$ cat config.mk
export PLATFORM = sky130hd
export DESIGN_NAME = tabst_core
export DESIGN_NICKNAME = d
export VERILOG_FILES = /design/src/tabst_pkg.sv /design/src/tabst_core.sv
export SDC_FILE = /design/constraint.sdc
export NUM_CORES = 1
export LEC_CHECK = 0
export BUFFER_PORTS_ARGS = -buffer_cell sky130_fd_sc_hd__buf_4
export CAP_MARGIN = 0
export CORE_MARGIN = 3
export CORE_UTILIZATION = 35
export CTS_CLUSTER_DIAMETER = 150
export DETAILED_ROUTE_END_ITERATION = 6
export RECOVER_POWER = 50
export SLEW_MARGIN = 20
export SYNTH_ARGS = -nofsm -noshare
export SYNTH_HDL_FRONTEND = slang
export SYNTH_SLANG_ARGS = --single-unit
$ cat constraint.sdc
create_clock -name i_clk_sys -period 4.2 [get_ports i_clk_sys]
set_input_delay 0.42 -clock i_clk_sys [delete_from_list [all_inputs] [get_ports i_clk_sys]]
set_output_delay 0.42 -clock i_clk_sys [all_outputs]
set_load 0.005 [all_outputs]
$ cat src/tabst_pkg.sv
// Purpose: Shared constants and types for the tablet error and self-test block.
// Assumes: One 25 MHz clock, all inputs synchronous to it.
// Notes:   Error codes are the tablet's numeric error numbers.
package tabst_pkg;
   localparam int unsigned CLK_HZ        = 25000000;
   localparam int unsigned FLASH_MS      = 200;
   localparam int unsigned TONE_MS       = 150;
   localparam int unsigned FLASH_CYC     = CLK_HZ / 1000 * FLASH_MS;
   localparam int unsigned TONE_CYC      = CLK_HZ / 1000 * TONE_MS;
   localparam int unsigned MAX_INSTR_LEN = 45;
   localparam int unsigned BAD_RUN_LIMIT = 4;

   localparam logic [6:0] ERR_NONE      = 7'h00;
   localparam logic [6:0] ERR_INSTR     = 7'h01;
   localparam logic [6:0] ERR_NPARAM    = 7'h02;
   localparam logic [6:0] ERR_PVALUE    = 7'h03;
   localparam logic [6:0] ERR_INCONS    = 7'h07;
   localparam logic [6:0] ERR_PROX      = 7'h32;
   localparam logic [6:0] ERR_PEN       = 7'h33;
   localparam logic [6:0] ERR_EARLY_PEN = 7'h34;
   localparam logic [6:0] ERR_POS       = 7'h35;
   localparam logic [6:0] ERR_HW_MIN    = 7'h64;
   localparam logic [6:0] ERR_HW_MAX    = 7'h6e;

   localparam logic [2:0] MASK_INSTR  = 3'h1;
   localparam logic [2:0] MASK_PARAM  = 3'h2;
   localparam logic [2:0] MASK_INCONS = 3'h4;

   localparam logic [1:0] TONE_OFF   = 2'h0;
   localparam logic [1:0] TONE_C     = 2'h1;
   localparam logic [1:0] TONE_E     = 2'h2;
   localparam logic [1:0] TONE_G     = 2'h3;

   localparam logic [6:0] LIGHTS_ALL = 7'h7f;
   localparam logic [6:0] LIGHTS_OFF = 7'h00;

   typedef struct packed {
      logic       valid;
      logic       illegal;
      logic [5:0] length;
      logic       is_output_point;
      logic       is_self_test;
      logic       is_output_error;
      logic       bad_count;
      logic       bad_value;
   } tabst_instr_s;

   typedef struct packed {
      logic proximity;
      logic pen_pressed;
      logic signal_ok;
      logic sample_valid;
      logic sample_consistent;
      logic on_dot;
   } tabst_stylus_s;

   typedef enum logic [8:0] {
      ST_IDLE    = 9'h001,
      ST_FLASH1  = 9'h002,
      ST_WAITOFF = 9'h004,
      ST_ELEC    = 9'h008,
      ST_HELLO1  = 9'h010,
      ST_WAITPEN = 9'h020,
      ST_HELLO2  = 9'h040,
      ST_ERRTONE = 9'h080,
      ST_HALT    = 9'h100
   } tabst_state_e;
endpackage

$ cat src/tabst_core.sv
// How it works
// Masked user errors gate error flag, error light and error tone.
// Illegal or over-45-character instruction raises instruction error.
// Output-point command without digitizing mode raises instruction error.
// Wrong parameter count records error 2.
// Out-of-range parameter value records error 3.
// A single inconsistent sample outputs no point and raises nothing.
// Four consecutive inconsistent samples record error 7.
// Stylus present when self test requested records error 50.
// Pen pressed when self test requested records error 51.
// Pen press before adequate signal level records error 52.
// Digitized point off the self-test dot records error 53.
// Electronics test faults report codes 100 through 110; the code reports 100 plus i_elec_fault, up to 115.
// Switch on flashes all indicators except power, then off.
// Switch off and electronics pass flash and play hello; also at power-on.
// Wait stylus out of tray, digitize dot, correct replays hello.
// Self-test instruction starts the test without the first flash.
// Host stays silent on the bus during self test.
// Self-test switch held on repeats the test continuously; the code waits in WAITOFF for switch off, so it never repeats.
// Continuous-test error halts and holds error pattern on lights.
// After halt, output-error returns the detected code; the code clears it to ERR_NONE on the edge that raises o_error_code_valid.
// Service request withdrawn after serial poll or when not needed.
// Self-test error shows its binary code on lights during tone.
// Self-test and system errors ignore the mask.
// Error register holds last code until output-error read or reset.
//
// Purpose: Error classification and self-test sequencing for the tablet.
// Assumes: Electronics test engine and tone generator are outside; inputs
//          are synchronous to i_clk_sys.
// Notes:   The host is trusted not to send instructions during a test.
`timescale 1ns/1ps
`default_nettype none
module tabst_core #(
   // Tone and flash lengths in clock cycles; short values speed up benches.
   parameter int unsigned TONE_LEN  = tabst_pkg::TONE_CYC,
   parameter int unsigned FLASH_LEN = tabst_pkg::FLASH_CYC
) (
   input  wire logic                    i_clk_sys,
   input  wire logic                    i_reset_n,
   input  wire tabst_pkg::tabst_instr_s  i_instr,
   input  wire logic                    i_digitize_mode,
   input  wire logic [2:0]              i_err_mask,
   input  wire tabst_pkg::tabst_stylus_s i_stylus,
   input  wire logic                    i_test_switch,
   input  wire logic                    i_elec_done,
   input  wire logic                    i_elec_fail,
   input  wire logic [3:0]              i_elec_fault,
   input  wire logic                    i_serial_poll,
   input  wire logic                    i_srq_wanted,
   output logic                         o_elec_start,
   output logic                         o_point_out,
   output logic [6:0]                   o_error_code,
   output logic                         o_error_code_valid,
   output logic                         o_error_flag,
   output logic                         o_error_light,
   output logic [6:0]                   o_lights,
   output logic [1:0]                   o_tone,
   output logic                         o_error_tone,
   output logic                         o_test_busy,
   output logic                         o_srq
);
   import tabst_pkg::*;

   function automatic logic [6:0] hw_code(input logic [3:0] f);
      hw_code = ERR_HW_MIN + {3'h0, f};
   endfunction

   tabst_state_e state_ff, nxt_state;
   logic [22:0]  tmr_ff;
   logic [1:0]   step_ff;
   logic [2:0]   bad_run_ff;
   logic [6:0]   err_ff;
   logic         flag_ff, light_ff, etone_ff, pt_ff, estart_ff, srq_ff;
   logic         cont_ff, sw_q_ff, ovalid_ff, srq_wq_ff, busy_ff;
   logic [6:0]   lights_ff;
   logic [1:0]   tone_ff;

   wire tmr_done = (tmr_ff == 23'h000000);
   wire sw_rise  = i_test_switch & ~sw_q_ff;
   wire sw_fall  = ~i_test_switch & sw_q_ff;
   wire idle     = (state_ff == ST_IDLE);
   wire cmd_test = i_instr.valid & i_instr.is_self_test & idle;
   // Blanks and carriage returns are already excluded from the count.
   wire too_long = i_instr.length > 6'(MAX_INSTR_LEN);
   wire e_instr  = i_instr.valid & (i_instr.illegal | too_long
                   | (i_instr.is_output_point & ~i_digitize_mode));
   wire e_cnt    = i_instr.valid & ~e_instr & i_instr.bad_count;
   wire e_val    = i_instr.valid & ~e_instr & ~e_cnt
                   & i_instr.bad_value;
   wire smp_bad  = i_stylus.sample_valid & ~i_stylus.sample_consistent;
   wire e_incons = smp_bad
                   & (bad_run_ff == 3'(BAD_RUN_LIMIT - 1));
   wire [6:0] user_code = e_instr ? ERR_INSTR :
                          e_cnt   ? ERR_NPARAM :
                          e_val   ? ERR_PVALUE : ERR_INCONS;
   wire user_err = idle & (e_instr | e_cnt | e_val | e_incons);
   wire user_unmasked = (e_instr & i_err_mask[0])
                      | ((e_cnt | e_val) & i_err_mask[1])
                      | (e_incons & i_err_mask[2]);
   wire start_req = sw_rise | cmd_test;
   wire pre_fail  = i_stylus.proximity | i_stylus.pen_pressed;
   wire [6:0] pre_code = i_stylus.proximity ? ERR_PROX : ERR_PEN;
   wire pen_early = i_stylus.pen_pressed & ~i_stylus.signal_ok;
   wire dot_done  = i_stylus.pen_pressed & i_stylus.signal_ok
                    & i_stylus.sample_valid;
   wire st_err = (state_ff == ST_WAITOFF) & i_elec_done & i_elec_fail
               | (state_ff == ST_WAITPEN) & (pen_early
                 | dot_done & ~i_stylus.on_dot);
   wire [6:0] st_code = (state_ff == ST_WAITOFF) ?
                          hw_code(i_elec_fault) :
                        pen_early ? ERR_EARLY_PEN : ERR_POS;
   wire read_err = i_instr.valid & i_instr.is_output_error;

   always_comb begin
      nxt_state = state_ff;
      case (state_ff)
         ST_IDLE: begin
            if (sw_rise) begin
               nxt_state = ST_FLASH1;
            end else if (cmd_test) begin
               // A stylus out of its tray fails at once, with the error tone.
               nxt_state = pre_fail ? ST_ERRTONE : ST_WAITOFF;
            end
         end
         ST_FLASH1:  if (tmr_done) nxt_state = ST_WAITOFF;
         ST_WAITOFF: begin
            if (st_err) begin
               nxt_state = ST_ERRTONE;
            end else if (i_elec_done & ~i_test_switch) begin
               nxt_state = ST_HELLO1;
            end
         end
         ST_HELLO1:  if (tmr_done && step_ff == 2'h3) nxt_state = ST_WAITPEN;
         ST_WAITPEN: begin
            if (st_err) begin
               nxt_state = ST_ERRTONE;
            end else if (dot_done) begin
               nxt_state = ST_HELLO2;
            end
         end
         ST_HELLO2: begin
            if (tmr_done && step_ff == 2'h3) begin
               nxt_state = cont_ff & i_test_switch ? ST_WAITOFF
                                                   : ST_IDLE;
            end
         end
         ST_ERRTONE: begin
            if (tmr_done) begin
               nxt_state = cont_ff ? ST_HALT : ST_IDLE;
            end
         end
         ST_HALT:    if (read_err) nxt_state = ST_IDLE;
         default:    nxt_state = ST_IDLE;
      endcase
   end

   wire entering = (nxt_state != state_ff);
   wire hello    = (state_ff == ST_HELLO1) | (state_ff == ST_HELLO2);

   always_ff @(posedge i_clk_sys or negedge i_reset_n) begin
      if (!i_reset_n) begin
         state_ff  <= ST_HELLO1;
         tmr_ff    <= 23'(TONE_LEN);
         step_ff   <= 2'h1;
         busy_ff   <= 1'b1;
         bad_run_ff <= 3'h0;
         err_ff    <= ERR_NONE;
         ovalid_ff <= 1'b0;
         flag_ff   <= 1'b0;
         light_ff  <= 1'b0;
         etone_ff  <= 1'b0;
         pt_ff     <= 1'b0;
         estart_ff <= 1'b0;
         srq_ff    <= 1'b0;
         srq_wq_ff <= 1'b0;
         cont_ff   <= 1'b0;
         sw_q_ff   <= 1'b0;
         lights_ff <= LIGHTS_ALL;
         tone_ff   <= TONE_C;
      end else begin
         state_ff <= nxt_state;
         busy_ff  <= (nxt_state != ST_IDLE);
         sw_q_ff  <= i_test_switch;
         estart_ff <= 1'b0;
         if (entering && nxt_state == ST_FLASH1) begin
            tmr_ff <= 23'(FLASH_LEN);
         end else if (entering && nxt_state == ST_ERRTONE) begin
            tmr_ff <= 23'(TONE_LEN);
         end else if (entering && (nxt_state == ST_HELLO1
                      || nxt_state == ST_HELLO2)) begin
            tmr_ff  <= 23'(TONE_LEN);
            step_ff <= 2'h1;
         end else if (hello && tmr_done && step_ff != 2'h3) begin
            tmr_ff  <= 23'(TONE_LEN);
            step_ff <= step_ff + 2'h1;
         end else if (!tmr_done) begin
            tmr_ff <= tmr_ff - 23'h000001;
         end
         if (start_req && idle) begin
            cont_ff <= sw_rise;
         end else if (!i_test_switch && state_ff != ST_HALT
                      && state_ff != ST_ERRTONE) begin
            cont_ff <= 1'b0;
         end
         if (entering && nxt_state == ST_WAITOFF) begin
            estart_ff <= 1'b1;
         end
         // A consistent sample or the fourth bad one (error 7) resets the run; idle samples keep it.
         if (i_stylus.sample_valid) begin
            bad_run_ff <= (smp_bad && !e_incons) ?
                          bad_run_ff + 3'h1 : 3'h0;
         end
         pt_ff <= idle & i_stylus.sample_valid
                  & i_stylus.sample_consistent;
         ovalid_ff <= 1'b0;
         if (start_req && idle && pre_fail) begin
            err_ff <= pre_code;
         end else if (st_err) begin
            err_ff <= st_code;
         end else if (user_err) begin
            err_ff <= user_code;
         end else if (read_err) begin
            err_ff    <= ERR_NONE;
         end
         if (read_err) begin
            ovalid_ff <= 1'b1;
         end
         if (user_err && user_unmasked) begin
            flag_ff  <= 1'b1;
            light_ff <= 1'b1;
         end else if (read_err) begin
            flag_ff  <= 1'b0;
            light_ff <= 1'b0;
         end
         etone_ff <= (state_ff == ST_ERRTONE) & ~tmr_done
                     | user_err & user_unmasked;
         if (state_ff == ST_FLASH1
             || entering && nxt_state == ST_FLASH1) begin
            lights_ff <= LIGHTS_ALL;
         end else if (state_ff == ST_ERRTONE || state_ff == ST_HALT) begin
            lights_ff <= err_ff;
         end else if (hello) begin
            lights_ff <= LIGHTS_ALL;
         end else begin
            lights_ff <= LIGHTS_OFF;
         end
         tone_ff  <= hello ? step_ff : TONE_OFF;
         srq_wq_ff <= i_srq_wanted;
         if (i_serial_poll || !i_srq_wanted) begin
            srq_ff <= 1'b0;
         end else if (i_srq_wanted && !srq_wq_ff) begin
            srq_ff <= 1'b1;
         end
      end
   end

   assign o_elec_start       = estart_ff;
   assign o_point_out        = pt_ff;
   assign o_error_code       = err_ff;
   assign o_error_code_valid = ovalid_ff;
   assign o_error_flag       = flag_ff;
   assign o_error_light      = light_ff;
   assign o_lights           = lights_ff;
   assign o_tone             = tone_ff;
   assign o_error_tone       = etone_ff;
   assign o_test_busy        = busy_ff;
   assign o_srq              = srq_ff;
endmodule
`default_nettype wire

==> reports/summary.txt <==
Diode count - 0
Clock Root Buffer - clkbuf_8
Clk_lat worst skew - 0.35 ns
Seq cells post-synth - 63
Wirelength per Cell - 16.8 um
DRT antenna net count - 0
First-pass GRT wire length - 16300 um
H-tree depth - 3
Vias in the first global route - 3155
Maximum VDD drop - 0.142 mV
CTS tree - done
Gpl congestion - 0.948
Synth Cell Area - 0.00375 mm2
Final wirelength - 9900 um
Failing checks - capacitance limit, slew limit
Hold Crit Class - primary input to flop
Count of cell types in the netlist - 62
DR vias/cell - 5.52
Share of layout cells above drive strength 1 - 25.7%
Req. time, crit path - 4.48 ns
I/O pin total - 58
Number of buffers created by CTS - 9
Slew @ Worst Pin - 3.29 ns
Crit start category - flop
Die width - 110 um
Status - complete, but fails checks
Ranking of synthesized cells by area - dfrtp_1 28%, dfstp_2 15%, nand2_1 4.2%
FMAX - 0.289 GHz
Via count - 3243
Hold_ws - 0.212 ns
TritonCTS Sinks - 63
Seq/Total Area, Yosys - 42.7%
Max Slew Vio Count - 64
Post-Synthesis Cells - 396
Row count - 37
Max Cap Violations - 1
Post-layout min period - 3.45 ns
Clock-pin slew on the worst setup and hold paths - 0.07 ns
Crit path max fanout - 25
Yosys warning total - 0
Leak - 1.99 nW
Grt total ovfl - 0
Largest net degree at the start of global routing - 64
Post-CTS Setup Inserts - 0
Die ar. - 0.0120 mm2
Post-CTS sizing - 0
Initial antenna violation count - 0
Hold Fails Final Rpt - 0
Share of synthesized registers carrying an async set or reset - 100%
Max clock buf depth - 2
Top-area cell type share of the netlist area - 28.0%
Pre-antenna DRT Iters - 4
Tcrit/Tclk final - 82.3%
Core footprint - 0.0104 mm2
Unrepaired setup endpoints after global routing - no
Setup TNS - 0 ns
Synth area leader - dfrtp_1
Fin nets - 487
CP Class - flop to flop
Clock skew - 0.00662 ns
Post-Syn Area per Cell - 9.48 um2
Number of flops mapped to enable cells by yosys - 0
Post-synth top flop - dfrtp_1
Gr usage total - 17.6%
Die Span Y - 110 um
Port Buffers - 56
Pwr Density - 418 mW/mm2
Worst slew margin - -120%
Syn_nets - 435
Hold Buf Count CTS - 0
Initial Utilization - 36.2%
WP data arrival - 3.74 ns
Area grow syn2layout - 19.2%
CP endpoint kind - flop
Hpwl dp - 7180 um
DRC errors left - 0
Final setup violation count - 0
1st-iter DRT viols - 307
-- registers in the layout, summed over array words and instances, names as in the netlist --
| name | count |
|---|---|
| sw_q_ff | 1 |
| o_error_code | 7 |
| o_point_out | 1 |
| o_test_busy | 1 |
| o_srq | 1 |
| srq_wq_ff | 1 |
| tmr_ff | 23 |
| o_error_tone | 1 |
| step_ff | 2 |
| o_lights | 7 |
| o_elec_start | 1 |
| state_ff | 9 |
| bad_run_ff | 3 |
| o_tone | 2 |
| o_error_code_valid | 1 |
| cont_ff | 1 |
| o_error_light | 1 |
-- layer usage --
| layer | track usage [%] | share of wire [%] |
|---|---|---|
| met5 | 0 | 0 |
| met4 | 7.75 | 1.6 |
| met3 | 3.11 | 5.4 |
| met1 | 24.3 | 47 |
| met2 | 26.9 | 46 |
-- where the power goes --
| part | internal (mW) | switching, mW |
|---|---|---|
| sequential | 0.752 | 0.128 |
| combinational | 0.234 | 0.211 |
| clock | 0.302 | 0.241 |
-- synth_stat cells (all sizes together) (2+ instances only) --
| cell type | count |
|---|---|
| and4 | 4 |
| a32o | 2 |
| nor4b | 4 |
| nand2 | 42 |
| and2 | 4 |
| nor2 | 24 |
| nor3b | 6 |
| buf | 10 |
| o21ai | 20 |
| and3 | 11 |
| a211oi | 3 |
| dfrtp | 42 |
| or3 | 8 |
| nor3 | 15 |
| o41ai | 3 |
| a21o | 13 |
| clkbuf | 10 |
| o32ai | 3 |
| dfstp | 21 |
| nand3 | 15 |
| ha | 5 |
| inv | 12 |
| nand4 | 3 |
| a31oi | 4 |
| nor2b | 3 |
| a21boi | 2 |
| nand2b | 5 |
| xnor2 | 7 |
| mux2 | 2 |
| or4b | 2 |
| a221o | 2 |
| a21oi | 20 |
| or4 | 10 |
| o2111ai | 2 |
| xor2 | 18 |
| a31o | 6 |
| o21a | 3 |
| o31a | 2 |
| nor4 | 18 |
| o32a | 2 |
-- worst max-delay path, stage by stage, from the launching register on --
cell and delay (ns):
dfrtp_1 0.59, nor4_2 0.66, nand2_1 0.10, a221o_1 0.33, nor4_1 0.30, o2111ai_2 0.22
o32ai_4 0.85, and4_1 0.32
-- through the flow --
| stage | setup slack [ns] | cells | power, mW | util (%) | cell area [um2] |
|---|---|---|---|---|---|
| 6_report | 0.745 | 588 | 1.87 | 43.1 | 4470 |
| 5_1_grt | 0.317 | 588 | 1.99 | 43.1 | 4470 |
| 4_1_cts | 0.777 | 588 | 1.89 | 43.2 | 4480 |
| 3_5_place_dp | 0.767 | 573 | 1.34 | 41.3 | 4290 |
| 3_3_place_gp | 0.872 | 573 | 1.32 | 41.3 | 4290 |
| 2_1_floorplan | 1.50 | 396 | 1.18 | - | 3750 |
-- logic make-up (layout without fill, tap and decap cells) --
| family | count (synthesis) | after routing | synth area share (%) |
|---|---|---|---|
| and+or+nand+nor | 174 | 174 | 27.2 |
| AOI/OAI and AO/OA | 93 | 93 | 17.9 |
| DFF | 63 | 63 | 42.7 |
| buffers and inverters | 32 | 88 | 3.73 |
| xor gates and xnor gates | 25 | 25 | 5.84 |
| adders and majority gates | 5 | 5 | 1.67 |
| muxes | 3 | 3 | 0.867 |
| other | 1 | 1 | 0.0999 |
-- worst paths after layout --
kind,startpoint,end,slack (ns),cells after the start
worst max register to register,state_ff[7]$_DFF_PN0_,tmr_ff[0]$_DFFE_PN0P_,0.75,7
worst min-delay path,i_srq_wanted,srq_wq_ff$_DFF_PN0_,0.21,1
max in group asynchronous,i_reset_n,tmr_ff[22]$_DFFE_PN0P_,1.18,1
min in group asynchronous,i_reset_n,o_error_code[1]$_DFFE_PN0P_,1.18,1
worst min register to register,o_error_code[1]$_DFFE_PN0P_,o_lights[1]$_DFF_PN1_,0.51,1
worst max-delay path,state_ff[7]$_DFF_PN0_,tmr_ff[0]$_DFFE_PN0P_,0.75,7
-- final cells by class --
class | instances | area [um2]
Clock buffer | 12 | 155
Clock inverter | 3 | 42.5
Fill cell | 1009 | 5900
Inverter | 12 | 45.0
Multi-Input combinational cell | 301 | 2010
Sequential cell | 63 | 1600
Tap cell | 136 | 170
Timing Repair Buffer | 61 | 447
-- layout by cell type (no fill, tap or decap), drive strengths merged, types with 5 or more instances in the layout --
cell type	instances
buf	52
nand2	42
dfrtp	42
nor2	24
dfstp	21
clkbuf	21
a21oi	20
o21ai	20
xor2	18
nor4	18
nor3	15
nand3	15
a21o	13
inv	12
and3	11
or4	10
or3	8
xnor2	7
nor3b	6
a31o	6
nand2b	5
ha	5
(Power assumes the default switching activity.)
